**src/inc/imdr_regs.svh**
```systemverilog
// Purpose: constants for the input module diagnostic record tail
// Assumes: byte-wide record read by index over the module's record port
// Notes: record indices follow the diagnostic record byte order
// Function
// channel_kind_byte bits 6..0 read 70h digital input, bit 7 reserved zero
// diag_bits_per_channel reads 00h
// channel_count_byte reads 02h, two input channels
// channel_fault_byte bit0/bit1 set when an edge on input_0/input_1 is lost
// diag_timestamp captures full 32-bit ticker when a diagnostic is raised
// 32-bit microsecond ticker cleared at power-on, then counts
// ticker wraps from 2^32-1 to zero and continues
// module_diag_byte bit 3 set whenever a channel error is present
// extended_diag_byte bit 6 set when a process interrupt is lost; code sets it only on a raise from idle, losses while active discarded
// going event raised once cause gone; channel events in between discarded
`ifndef IMDR_REGS_SVH
`define IMDR_REGS_SVH
`define IMDR_IDX_MODULE_DIAG   5'h00
`define IMDR_IDX_EXT_DIAG      5'h03
`define IMDR_IDX_CHANNEL_KIND  5'h04
`define IMDR_IDX_DIAG_BITS     5'h05
`define IMDR_IDX_CHANNEL_COUNT 5'h06
`define IMDR_IDX_CHANNEL_FAULT 5'h07
`define IMDR_IDX_PERCH_FIRST   5'h08
`define IMDR_IDX_PERCH_LAST    5'h0F
`define IMDR_IDX_TS_FIRST      5'h10
`define IMDR_IDX_TS_B1         5'h11
`define IMDR_IDX_TS_B2         5'h12
`define IMDR_IDX_TS_LAST       5'h13
`define IMDR_VAL_CHANNEL_KIND  8'h70
`define IMDR_VAL_DIAG_BITS     8'h00
`define IMDR_VAL_CHANNEL_COUNT 8'h02
`define IMDR_BIT_CHAN_ERR      3
`define IMDR_BIT_IRQ_LOST      6
`define IMDR_TICK_NS           1000
`define IMDR_CLK_NS            4
`endif

```
**src/inc/imdr_pkg.sv**
```systemverilog
// Purpose: types for the diagnostic record tail
// Assumes: none
// Notes: gray-coded diagnostic state
`default_nettype none
package imdr_pkg;
  typedef enum logic [1:0] {
    IMDR_IDLE  = 2'b00,
    IMDR_ACTIVE = 2'b01
  } imdr_state_t;
endpackage
`default_nettype wire

```
**src/imdr_record.sv**
```systemverilog
// Purpose: diagnostic record tail with microsecond ticker and timestamp capture
// Assumes: record reads are synchronous byte reads by index
// Notes: fault inputs are one-cycle event pulses from the edge logic
`timescale 1ns/100ps
`default_nettype none
`include "imdr_regs.svh"
module imdr_record
  import imdr_pkg::*;
#(
  parameter int CHANNELS = 2
) (
  input  wire logic       mclk,
  input  wire logic       rstn,
  input  wire logic [1:0] edge_lost,
  input  wire logic       irq_lost,
  input  wire logic       cause_clear,
  input  wire logic       rd_en,
  input  wire logic [4:0] rd_idx,
  output var  logic [7:0] rd_data,
  output var  logic       rd_valid,
  output var  logic       diag_incoming,
  output var  logic       diag_going
);
  localparam int TICK_CYC = `IMDR_TICK_NS / `IMDR_CLK_NS;
  localparam int PRE_W = $clog2(TICK_CYC);

  // refuse settings the logic cannot serve
  if (CHANNELS != 2) begin : g_bad_channels
    $error("imdr_record serves exactly two channels");
  end
  if (TICK_CYC < 2) begin : g_bad_tick
    $error("imdr_record needs at least two clocks per tick");
  end

  logic [PRE_W-1:0] prescale;
  logic [31:0]      ticker;
  logic [31:0]      diag_timestamp;
  logic [1:0]       channel_fault;
  logic             ext_irq_lost;
  imdr_state_t      state;
  logic             raise;
  logic             tick;

  assign tick = (prescale == PRE_W'(TICK_CYC - 1));

  // power-on clear ticker
  always_ff @(posedge mclk or negedge rstn) begin
    if (!rstn) begin
      prescale <= '0;
      ticker   <= '0;
    end else begin
      prescale <= tick ? '0 : prescale + 1'b1;
      // natural wrap to zero
      if (tick) begin
        ticker <= ticker + 32'h0000_0001;
      end
    end
  end

  assign raise = (state == IMDR_IDLE) && ((|edge_lost) || irq_lost);

  // incoming then automatic going
  always_ff @(posedge mclk or negedge rstn) begin
    if (!rstn) begin
      state         <= IMDR_IDLE;
      diag_incoming <= 1'b0;
      diag_going    <= 1'b0;
    end else begin
      diag_incoming <= raise;
      diag_going    <= 1'b0;
      unique case (state)
        IMDR_IDLE: begin
          if (raise) begin
            state <= IMDR_ACTIVE;
          end
        end
        IMDR_ACTIVE: begin
          if (cause_clear) begin
            state      <= IMDR_IDLE;
            diag_going <= 1'b1;
          end
        end
      endcase
    end
  end

  // edge lost flags, discarded while active
  always_ff @(posedge mclk or negedge rstn) begin
    if (!rstn) begin
      channel_fault <= 2'h0;
      ext_irq_lost  <= 1'b0;
    end else if (raise) begin
      channel_fault <= edge_lost;
      // interrupt lost flag
      ext_irq_lost  <= irq_lost;
    end else if (state == IMDR_ACTIVE && cause_clear) begin
      channel_fault <= 2'h0;
      ext_irq_lost  <= 1'b0;
    end
  end

  // timestamp on raise
  always_ff @(posedge mclk or negedge rstn) begin
    if (!rstn) begin
      diag_timestamp <= '0;
    end else if (raise) begin
      diag_timestamp <= ticker;
    end
  end

  function automatic logic [7:0] rec_byte(input logic [4:0] idx);
    logic [7:0] b;
    b = 8'h00;
    unique case (idx)
      // module level channel error
      `IMDR_IDX_MODULE_DIAG:   b[`IMDR_BIT_CHAN_ERR] = |channel_fault;
      `IMDR_IDX_EXT_DIAG:      b[`IMDR_BIT_IRQ_LOST] = ext_irq_lost;
      // channel kind
      `IMDR_IDX_CHANNEL_KIND:  b = `IMDR_VAL_CHANNEL_KIND;
      // diag bits count
      `IMDR_IDX_DIAG_BITS:     b = `IMDR_VAL_DIAG_BITS;
      // channel count
      `IMDR_IDX_CHANNEL_COUNT: b = `IMDR_VAL_CHANNEL_COUNT;
      `IMDR_IDX_CHANNEL_FAULT: b = {6'h00, channel_fault};
      `IMDR_IDX_TS_FIRST:      b = diag_timestamp[7:0];
      `IMDR_IDX_TS_B1:         b = diag_timestamp[15:8];
      `IMDR_IDX_TS_B2:         b = diag_timestamp[23:16];
      `IMDR_IDX_TS_LAST:       b = diag_timestamp[31:24];
      default:                 b = 8'h00;
    endcase
    return b;
  endfunction

  // record read port
  always_ff @(posedge mclk or negedge rstn) begin
    if (!rstn) begin
      rd_data  <= 8'h00;
      rd_valid <= 1'b0;
    end else begin
      rd_valid <= rd_en;
      rd_data  <= rd_en ? rec_byte(rd_idx) : 8'h00;
    end
  end
endmodule // imdr_record
`default_nettype wire

```
**config.mk**
```make
export PLATFORM = sky130hd
export DESIGN_NAME = imdr_record
export DESIGN_NICKNAME = d
export VERILOG_FILES = /design/src/inc/imdr_pkg.sv /design/src/imdr_record.sv
export VERILOG_INCLUDE_DIRS = /design/src /design/src/inc
export SDC_FILE = /design/constraint.sdc
export NUM_CORES = 1
export LEC_CHECK = 0
export ABC_AREA = 1
export BUFFER_PORTS_ARGS = -buffer_cell sky130_fd_sc_hd__buf_2
export CAP_MARGIN = 20
export CORE_MARGIN = 2
export CORE_UTILIZATION = 30
export CTS_CLUSTER_SIZE = 10
export DETAILED_ROUTE_END_ITERATION = 8
export GPL_ROUTABILITY_DRIVEN = 0
export MAX_ROUTING_LAYER = met4
export PLACE_DENSITY = 0.46
export SLEW_MARGIN = 30
export SYNTH_ARGS = -nofsm -noshare
export SYNTH_HDL_FRONTEND = slang
export SYNTH_SLANG_ARGS = --single-unit
```
**constraint.sdc**
```tcl
create_clock -name mclk -period 1.5 [get_ports mclk]
set_input_delay 0.075 -clock mclk [delete_from_list [all_inputs] [get_ports mclk]]
set_output_delay 0.075 -clock mclk [all_outputs]
set_load 0.05 [all_outputs]
```
# After elaboration in Yosys (flattened, before gate mapping)
# Index checks and enable logic that the tools add are counted.
[op_classes] eq_ne=12 n_addsub=2 muxes=16 n_reduce_logical=9
[ops] operator="32-bit by 1-bit adder with 32-bit output (second input constant)" n=1
[ops] operator="5-bit == test (second input constant)" n=4
[ops] operator="3-bit one-hot mux with 6 select lines" n=1
[ops] operator="8-bit 2-to-1 mux" n=2
[ops] operator="5-bit by 3-bit == test with 1-bit output (second input constant)" n=3
[ops] operator="2-bit one-hot mux with 5 select lines" n=1
[ops] operator="8-bit by 1-bit adder with 8-bit output (second input constant)" n=1
[ops] operator="8-bit == test (second input constant)" n=1
[ops] operator="2-bit 2-to-1 mux" n=4
[ops] operator="1-bit one-hot mux with 6 select lines" n=1
[ops] operator="5-bit by 2-bit == test with 1-bit output (second input constant)" n=1
[ops] operator="5-bit zero test" n=1
[ops] operator="1-bit one-hot mux with 5 select lines" n=1
[ops] operator="1-bit 2-to-1 mux" n=4
[ops] operator="2-bit inequality test (second input constant)" n=2
[ops] operator="1-bit one-hot mux with 4 select lines" n=1
[ops] operator="2-bit one-hot mux with 2 select lines" n=1
[ops] operator="2-bit OR reduction" n=2
[ops] operator="2-bit by 1-bit == test with 1-bit output (second input constant)" n=1
[ops] operator="1-bit logical AND" n=2
[ops] operator="2-bit zero test" n=1
[ops] operator="2-bit AND reduction" n=1
[ops] operator="2-bit nonzero test" n=1
[ops] operator="1-bit logical OR" n=1
[word_totals] in_bits=12 word_cells=49 reg_bits=88 out_inout_bits=11

# Longest topological paths before layout
# Gate-level depths: netlist of run 1.
[logic_depth] word_depth=5 ltp_mapped=11 depth_no_buf=11

# Least setup slack after synthesis of run 1
# OpenSTA, ideal clock, no wires.
[synth_timing] path_kind="reg-to-reg" startpoint="register prescale[1]" endpoint="register ticker[26]" arrival_ps=1345 synth_period_minus_slack_ps=1461 path_slack_ps=39 setup_ps=117 path_buffers=0 path_stages_with_launch=12 path_cell_list="dfrtp_1 -> inv_1 -> ha_1 -> nand2_1 -> nor2_2 -> nand2_4 -> inv_6 -> nand2_2 -> nor2_2 -> nand2_1 -> nand2_1 -> nand2_1"
[synth_between] elab_chain_cells=1
[synth_lines] item="from (decl)" line="imdr_record.sv:35" rtl="logic [PRE_W-1:0] prescale;"
[synth_lines] item="from (signal assigned)" line="imdr_record.sv:52" rtl="prescale <= tick ? '0 : prescale + 1'b1;"
[synth_lines] item="8-bit == test" line="imdr_record.sv:44" rtl="assign tick = (prescale == PRE_W'(TICK_CYC - 1));"
[synth_lines] item="to (signal assigned)" line="imdr_record.sv:55" rtl="ticker <= ticker + 32'h0000_0001;"
[synth_lines] item="to (decl)" line="imdr_record.sv:36" rtl="logic [31:0] ticker;"
# Every way passes these cells.
# A chain may end at the register's enable or synchronous reset.

# Worst setup path after layout of run 1
[layout_timing] startpoint="register prescale[1]" endpoint="register ticker[8]"
# The elaborated chain is that of the path after synthesis.

==> results of run 1 <==
cells in the final DEF (no fill, tap or decap), types with 14 or more instances in the layout:
| cell type | n |
|---|---|
| buf_2 | 21 |
| xor2_1 | 15 |
| nand4_1 | 14 |
| nand3_1 | 25 |
| buf_4 | 30 |
| inv_1 | 48 |
| dfrtp_1 | 85 |
| nand2_1 | 186 |
| o21ai_0 | 25 |
| nor2_1 | 51 |
worst max path at each step:
| stage | from | endpoint | slack (ns) | cells past startpoint |
|---|---|---|---|---|
| 2_1_floorplan | prescale[1] | ticker[26] | 0.04 | 11 |
| 3_3_place_gp | prescale[1] | ticker[21] | 0.005 | 10 |
| 3_5_place_dp | prescale[1] | ticker[27] | -0.05 | 9 |
| 4_1_cts | prescale[1] | ticker[31] | -0.03 | 10 |
| 5_1_grt | prescale[1] | ticker[16] | -0.12 | 9 |
| 6_report | prescale[1] | ticker[8] | -0.02 | 9 |
tightest hold or removal path, cell delays in order:
cell and delay, ns:
buf_2 0.10, inv_1 0.06, o21ai_0 0.08
state kept, by name, summed over array words and instances, names as in the netlist:
name,count
diag_timestamp,32
ticker,32
prescale,8
rd_data,8
channel_fault,2
diag_going,1
diag_incoming,1
ext_irq_lost,1
rd_valid,1
state,1
power breakdown:
group          internal (mW)  switching [mW]  leakage (nW)  total, mW
Clock                   1.17            1.01         0.135       2.19
Combinational          0.129           0.387          1.16      0.516
Sequential              2.41          0.0408          1.19       2.45
Total                   3.72            1.44          2.48       5.15
metrics by stage:
step	setup slack, ns	hold WS [ns]	utilization [%]	power [mW]	cells
global route	-0.120	0.0555	37.6	5.39	771
global placement	0.00484	0.163	34.3	3.01	742
floorplan	0.0386	-0.221	-	2.82	523
finish	-0.0178	0.0166	37.6	5.15	771
CTS	-0.0299	0.0111	37.0	5.22	765
detailed placement	-0.0522	0.161	34.3	3.02	742
final cells by class:
cell class	instances	share of cell area [%]
Sequential cell	87	42.1
Inverter	50	3.72
Tap cell	180	4.35
Multi-Input combinational cell	378	36.0
Antenna cell	1	0.0483
Clock buffer	10	4.61
Clock inverter	6	0.821
Timing Repair Buffer	59	8.33
cell families after synthesis:
group,share of synthesized area (%)
and+or+nand+nor,33.2
xor gates and xnor gates,3.74
AOI/OAI and AO/OA,4.78
buffers and inverters,5.71
DFF,51.7
adders and majority gates,0.892
layer usage:
layer	vias to the layer above	track usage [%]
met5	-	-
li1	1771	-
met4	0	3.95
met1	1600	21.3
met2	50	23.9
met3	10	5.16
what timing repair did:
item / in CTS / in global routing
resized for setup: 9 / 15
endpoints found under the setup margin: 11 / 32
cloned: 1 / 0
hold buffers: 5 / 0
hold endpoints to repair: 94 / 0
pin swaps: 1 / 4
buffers inserted: 1 / 5
==> metrics.yaml, run 1 <==
worst_setup_path:
  critPathCaptureType: "flop"
  r2r-start: "prescale[1]"
  reg2reg_slack_ns: -0.02
  path_delay_family: "simple AND/OR/NAND/NOR gates"
  cp.required_ns: 1.78
  reg2reg_to: "ticker[8]"
  cpMaxStageDelayCell: "dfrtp_1"
  path_cells: "inv_1 > ha_1 > nand2_2 > nor2_4 > nand2_4 > nor2_4 > buf_4 > buf_4 > xor2_1"
  cp_slowest_stage_delay_ns: 0.38
  path_buf_inv: 3
  crit_arrival_ns: 1.80
  crit_type: "reg2reg"
  setup.worst_path.start_class: "flop"
  rr_worst_depth: 9
  crit_fanout: 5
route:
  viasPerCell: 4.45
  highest_layer: "met4"
  drtIter0Drc: 287
  wl_um: 10400
  wl_per_cell_um: 13.4
  drcViolationCount: 0
  via_count: 3431
  ant_nets: 0
  wl_met3_um: 419
  firstDrtPassIters: 4
  met2WireLength_um: 4580
  m1WireLength_um: 5190
layout:
  n_fill_cell: 1464
  layout-drive-gt1-share_pct: 18.5
  area_delta_synth_final_pct: 23.0
  nNetsFinal: 600
  final-seq-area_um2: 2180
  final_design_area_no_fill_um2: 5180
  multi_input_area_um2: 1870
flow_run:
  cap_violations: 0
synth:
  synth_edf_count: 0
  async_flop_share_pct: 100
  yosysMostFrequentCell: "nand2_1"
  ys_ff_latch: 87
  syn_area_um2: 4210
  synth_seq_area_share_pct: 51.7
  syn_inst: 523
  synth_area_per_cell_um2: 8.05
  netlist-cell-type-count: 29
  ys_top_cells_by_count: "188 x nand2_1, 87 x dfrtp_1, 58 x nor2_1"
  yosysTopAreaCell: "dfrtp_1"
  ys_warn_count: 0
  ys.flop_type: "dfrtp_1"
  yosysTopAreaCellShare_pct: 51.7
  synth_nets: 538
  yosys-top-cells-area: "dfrtp_1 52%, nand2_1 17%, nor2_1 5.2%"
clock_tree:
  clockBufferDepth: 2
  cts_made_buffers: 9
  cts_tree: "done"
  worstSkewPairLatency_ns: 0.36
  htree_levels: 3
  cts_root_buffer: "clkbuf_16"
  clk_pin_slew_ns: 0.07
  clock-sinks: 87
pwr:
  ir_drop_mv: 0.505
  total_leakage_power_nw: 2.48
  powerDensity_nw_per_um2: 995
hold_path:
  hp-start: "irq_lost"
  min_to: "ext_irq_lost"
  hold_path_class: "in2reg"
  hold_depth: 3
timing:
  fin_tns_setup_ns: -0.0295
  rsz0062_at_grt: "true"
  fmax_mhz: 659
  finClkSkew_ns: 0.0123
  hold_viol_final: 0
  fin_crit_sh_pct: 101
  finalMaxSlewViolations: 0
  maxSlewHeadroom_pct: 67.9
  period_needed_ns: 1.52
  finalWorstSetupSlack_ns: -0.0178
  setup_viol_count_final: 2
  tightest_slew_ns: 0.481
floorplan:
  start_util_pct: 30.6
  core_area_um2: 13800
  io_pins: 23
  die_w_um: 122
  die_height_um: 122
  die_area_um2: 15000
  rows: 43
global_route:
  grtUsageTotal_pct: 16.1
  grt_max_degree: 88
  antenna_found_initial: 1
  grt-ovfl-total: 0
  grt_pass1_vias: 3412
  grt_pass1_wl_um: 17600
outcome:
  status: "finished with violations"
  violations: "setup timing"
placed_design:
  place_hpwl_um: 7470
  io_buffers: 22
  post_dp_cell_area_um2: 4720
Power figures use the tool's default switching activity.
==> inputs of run 2 (changes only) <==
--- a/config.mk
+++ b/config.mk
@@ -11,6 +11,7 @@
 export CAP_MARGIN = 20
 export CORE_MARGIN = 2
 export CORE_UTILIZATION = 30
+export CTS_BUF_LIST = sky130_fd_sc_hd__clkbuf_4
 export CTS_CLUSTER_SIZE = 10
 export DETAILED_ROUTE_END_ITERATION = 8
 export GPL_ROUTABILITY_DRIVEN = 0
==> run 2 against run 1 <==
  * The flow still finishes with violations (setup timing)
  * Sequential power about the same
  * Die area unchanged
  * Sequential share of layout area increased by 0.86 points
==> metrics.yaml, run 2 (synthesis results as in run 1) <==
timing:
  setup_viol_count_final: 5
  period_needed_ns: 1.52
  fmax_mhz: 658
  maxSlewHeadroom_pct: 67.6
  finalWorstSetupSlack_ns: -0.0207
  finalMaxSlewViolations: 0
  hold_viol_final: 0
  whs_ns: 0.0586
  tightest_slew_ns: 0.485
  fin_crit_sh_pct: 101
  finClkSkew_ns: 0.0296
  rsz0062_at_grt: "true"
global_route:
  grt-ovfl-total: 0
  grt_pass1_vias: 3397
  antenna_found_initial: 1
  grt_max_degree: 88
  grt_pass1_wl_um: 17500
  grtUsageTotal_pct: 15.9
pwr:
  total_leakage_power_nw: 2.43
  p_int_mw: 2.89
  ir_drop_mv: 0.385
  p_clk_share_pct: 29.1
  finalPower_mw: 4.20
  power.switching_mw: 1.31
  combPwrFrac_pct: 12.5
  p_sw_share_pct: 31.2
  p_seq_share_pct: 58.4
  powerDensity_nw_per_um2: 826
hold_path:
  hp-start: "rd_idx[2]"
  hold_depth: 6
  hold_path_class: "in2reg"
  min_to: "rd_data[3]"
outcome:
  status: "finished with violations"
  violations: "setup timing"
placed_design:
  place_hpwl_um: 7470
  io_buffers: 22
worst_setup_path:
  rr_worst_depth: 9
  crit_type: "reg2reg"
  path_delay_family: "simple AND/OR/NAND/NOR gates"
  path_cells: "inv_1 > ha_1 > nand2_2 > nor2_4 > nand2_4 > nor2_4 > buf_4 > buf_4 > xor2_1"
  setup.worst_path.start_class: "flop"
  crit_arrival_ns: 1.92
  critPathCaptureType: "flop"
  reg2reg_slack_ns: -0.02
  cpMaxStageDelayCell: "dfrtp_1"
  reg2reg_to: "ticker[8]"
  path_buf_inv: 3
  cp.required_ns: 1.90
  cp_slowest_stage_delay_ns: 0.40
  crit_fanout: 5
  r2r-start: "prescale[1]"
route:
  ant_nets: 0
  drcViolationCount: 0
  wl_per_cell_um: 13.3
  viasPerCell: 4.45
  via_count: 3464
  drtIter0Drc: 235
  wl_um: 10300
  firstDrtPassIters: 5
flow_run:
  cap_violations: 0
floorplan:
  rows: 43
  io_pins: 23
  die_height_um: 122
  core_area_um2: 13800
  die_w_um: 122
  die_area_um2: 15000
  start_util_pct: 30.6
layout:
  final_common_cell: "nand2_1"
  reg.largest.list: "diag_timestamp (32), ticker (32)"
  layout-drive-gt1-share_pct: 19.1
  nNetsFinal: 607
  final-seq-area_um2: 2180
  fin_util_pct: 36.9
  mostFrequentLayoutCells: "186 x nand2_1, 82 x dfrtp_1, 48 x nor2_1, 48 x inv_1, 32 x buf_4"
  area_delta_synth_final_pct: 20.8
  multi_input_area_um2: 1870
  n_fill_cell: 1483
clock_tree:
  worstSkewPairLatency_ns: 0.47
  clock-sinks: 87
  clockBufferDepth: 2
  cts_made_buffers: 9
  htree_levels: 3
  cts_root_buffer: "clkbuf_4"
  cts_tree: "done"
  clk_pin_slew_ns: 0.14
==> run 2: routing by layer <==
layer  wire length [µm]  global-route usage (%)  vias up
met5                  0                       -        -
li1                   -                       -     1787
met2               4520                    23.5       55
met3                486                    4.93       13
met4                123                    3.74        0
met1               5200                    21.5     1609
==> run 2: cell type report <==
| cell class | instances | share of cell area [%] |
|---|---|---|
| clock buffers | 9 | 1.33 |
| inverters | 50 | 3.79 |
| diodes | 1 | 0.0492 |
| repair buffers | 66 | 9.74 |
| flip-flops and latches | 87 | 42.9 |
| well taps | 180 | 4.43 |
| multi-input cells | 378 | 36.8 |
| clock inverters | 7 | 0.910 |
==> run 2: how the worst max path moves through the flow <==
| stage | from | endpoint | depth (start not counted) |
|---|---|---|---|
| final | prescale[1] | ticker[8] | 9 |
| after global routing | prescale[1] | ticker[16] | 9 |
| after CTS | prescale[1] | ticker[31] | 10 |
| after detailed placement | prescale[1] | ticker[27] | 9 |
| after global placement | prescale[1] | ticker[21] | 10 |
| after floorplan | prescale[1] | ticker[26] | 11 |
==> run 2: power by group through the flow <==
stage | Sequential [mW] | Combinational, mW | Clock (mW)
6_report | 2.45 | 0.526 | 1.22
3_3_place_gp | 2.50 | 0.515 | 0
5_1_grt | 2.47 | 0.602 | 1.39
4_1_cts | 2.45 | 0.541 | 1.29
2_1_floorplan | 2.56 | 0.260 | 0
3_5_place_dp | 2.50 | 0.516 | 0
==> run 2: through the flow <==
stage               setup WS (ns)  setup TNS [ns]  std cells  instance area [µm²]
finish                    -0.0207         -0.0547        778                 5080
global route               -0.123           -1.98        778                 5080
CTS                       -0.0297          -0.149        771                 4980
detailed placement        -0.0522          -0.221        742                 4720
global placement          0.00484               0        742                 4720
floorplan                  0.0386               0        523                 4210
==> run 2: worst reg2reg max path, delay by kind of cell, from the launching register on <==
| kind | cells | cell delay (ns) |
|---|---|---|
| AND/OR/NAND/NOR | 4 | 0.50 |
| flip-flops | 1 | 0.40 |
| buffers and inverters | 3 | 0.29 |
| adder cells (fa/ha/maj) | 1 | 0.14 |
| XOR/XNOR | 1 | 0.13 |
==> run 2: timing repair <==
item                                   4_1_cts  5_1_grt
cloned                                       1        0
gates resized for setup                      7       22
endpoints found under the hold margin      101        0
setup buffers                                1        6
setup endpoints to repair                   12       33
pin swaps                                    1        2
hold buffers                                11        0
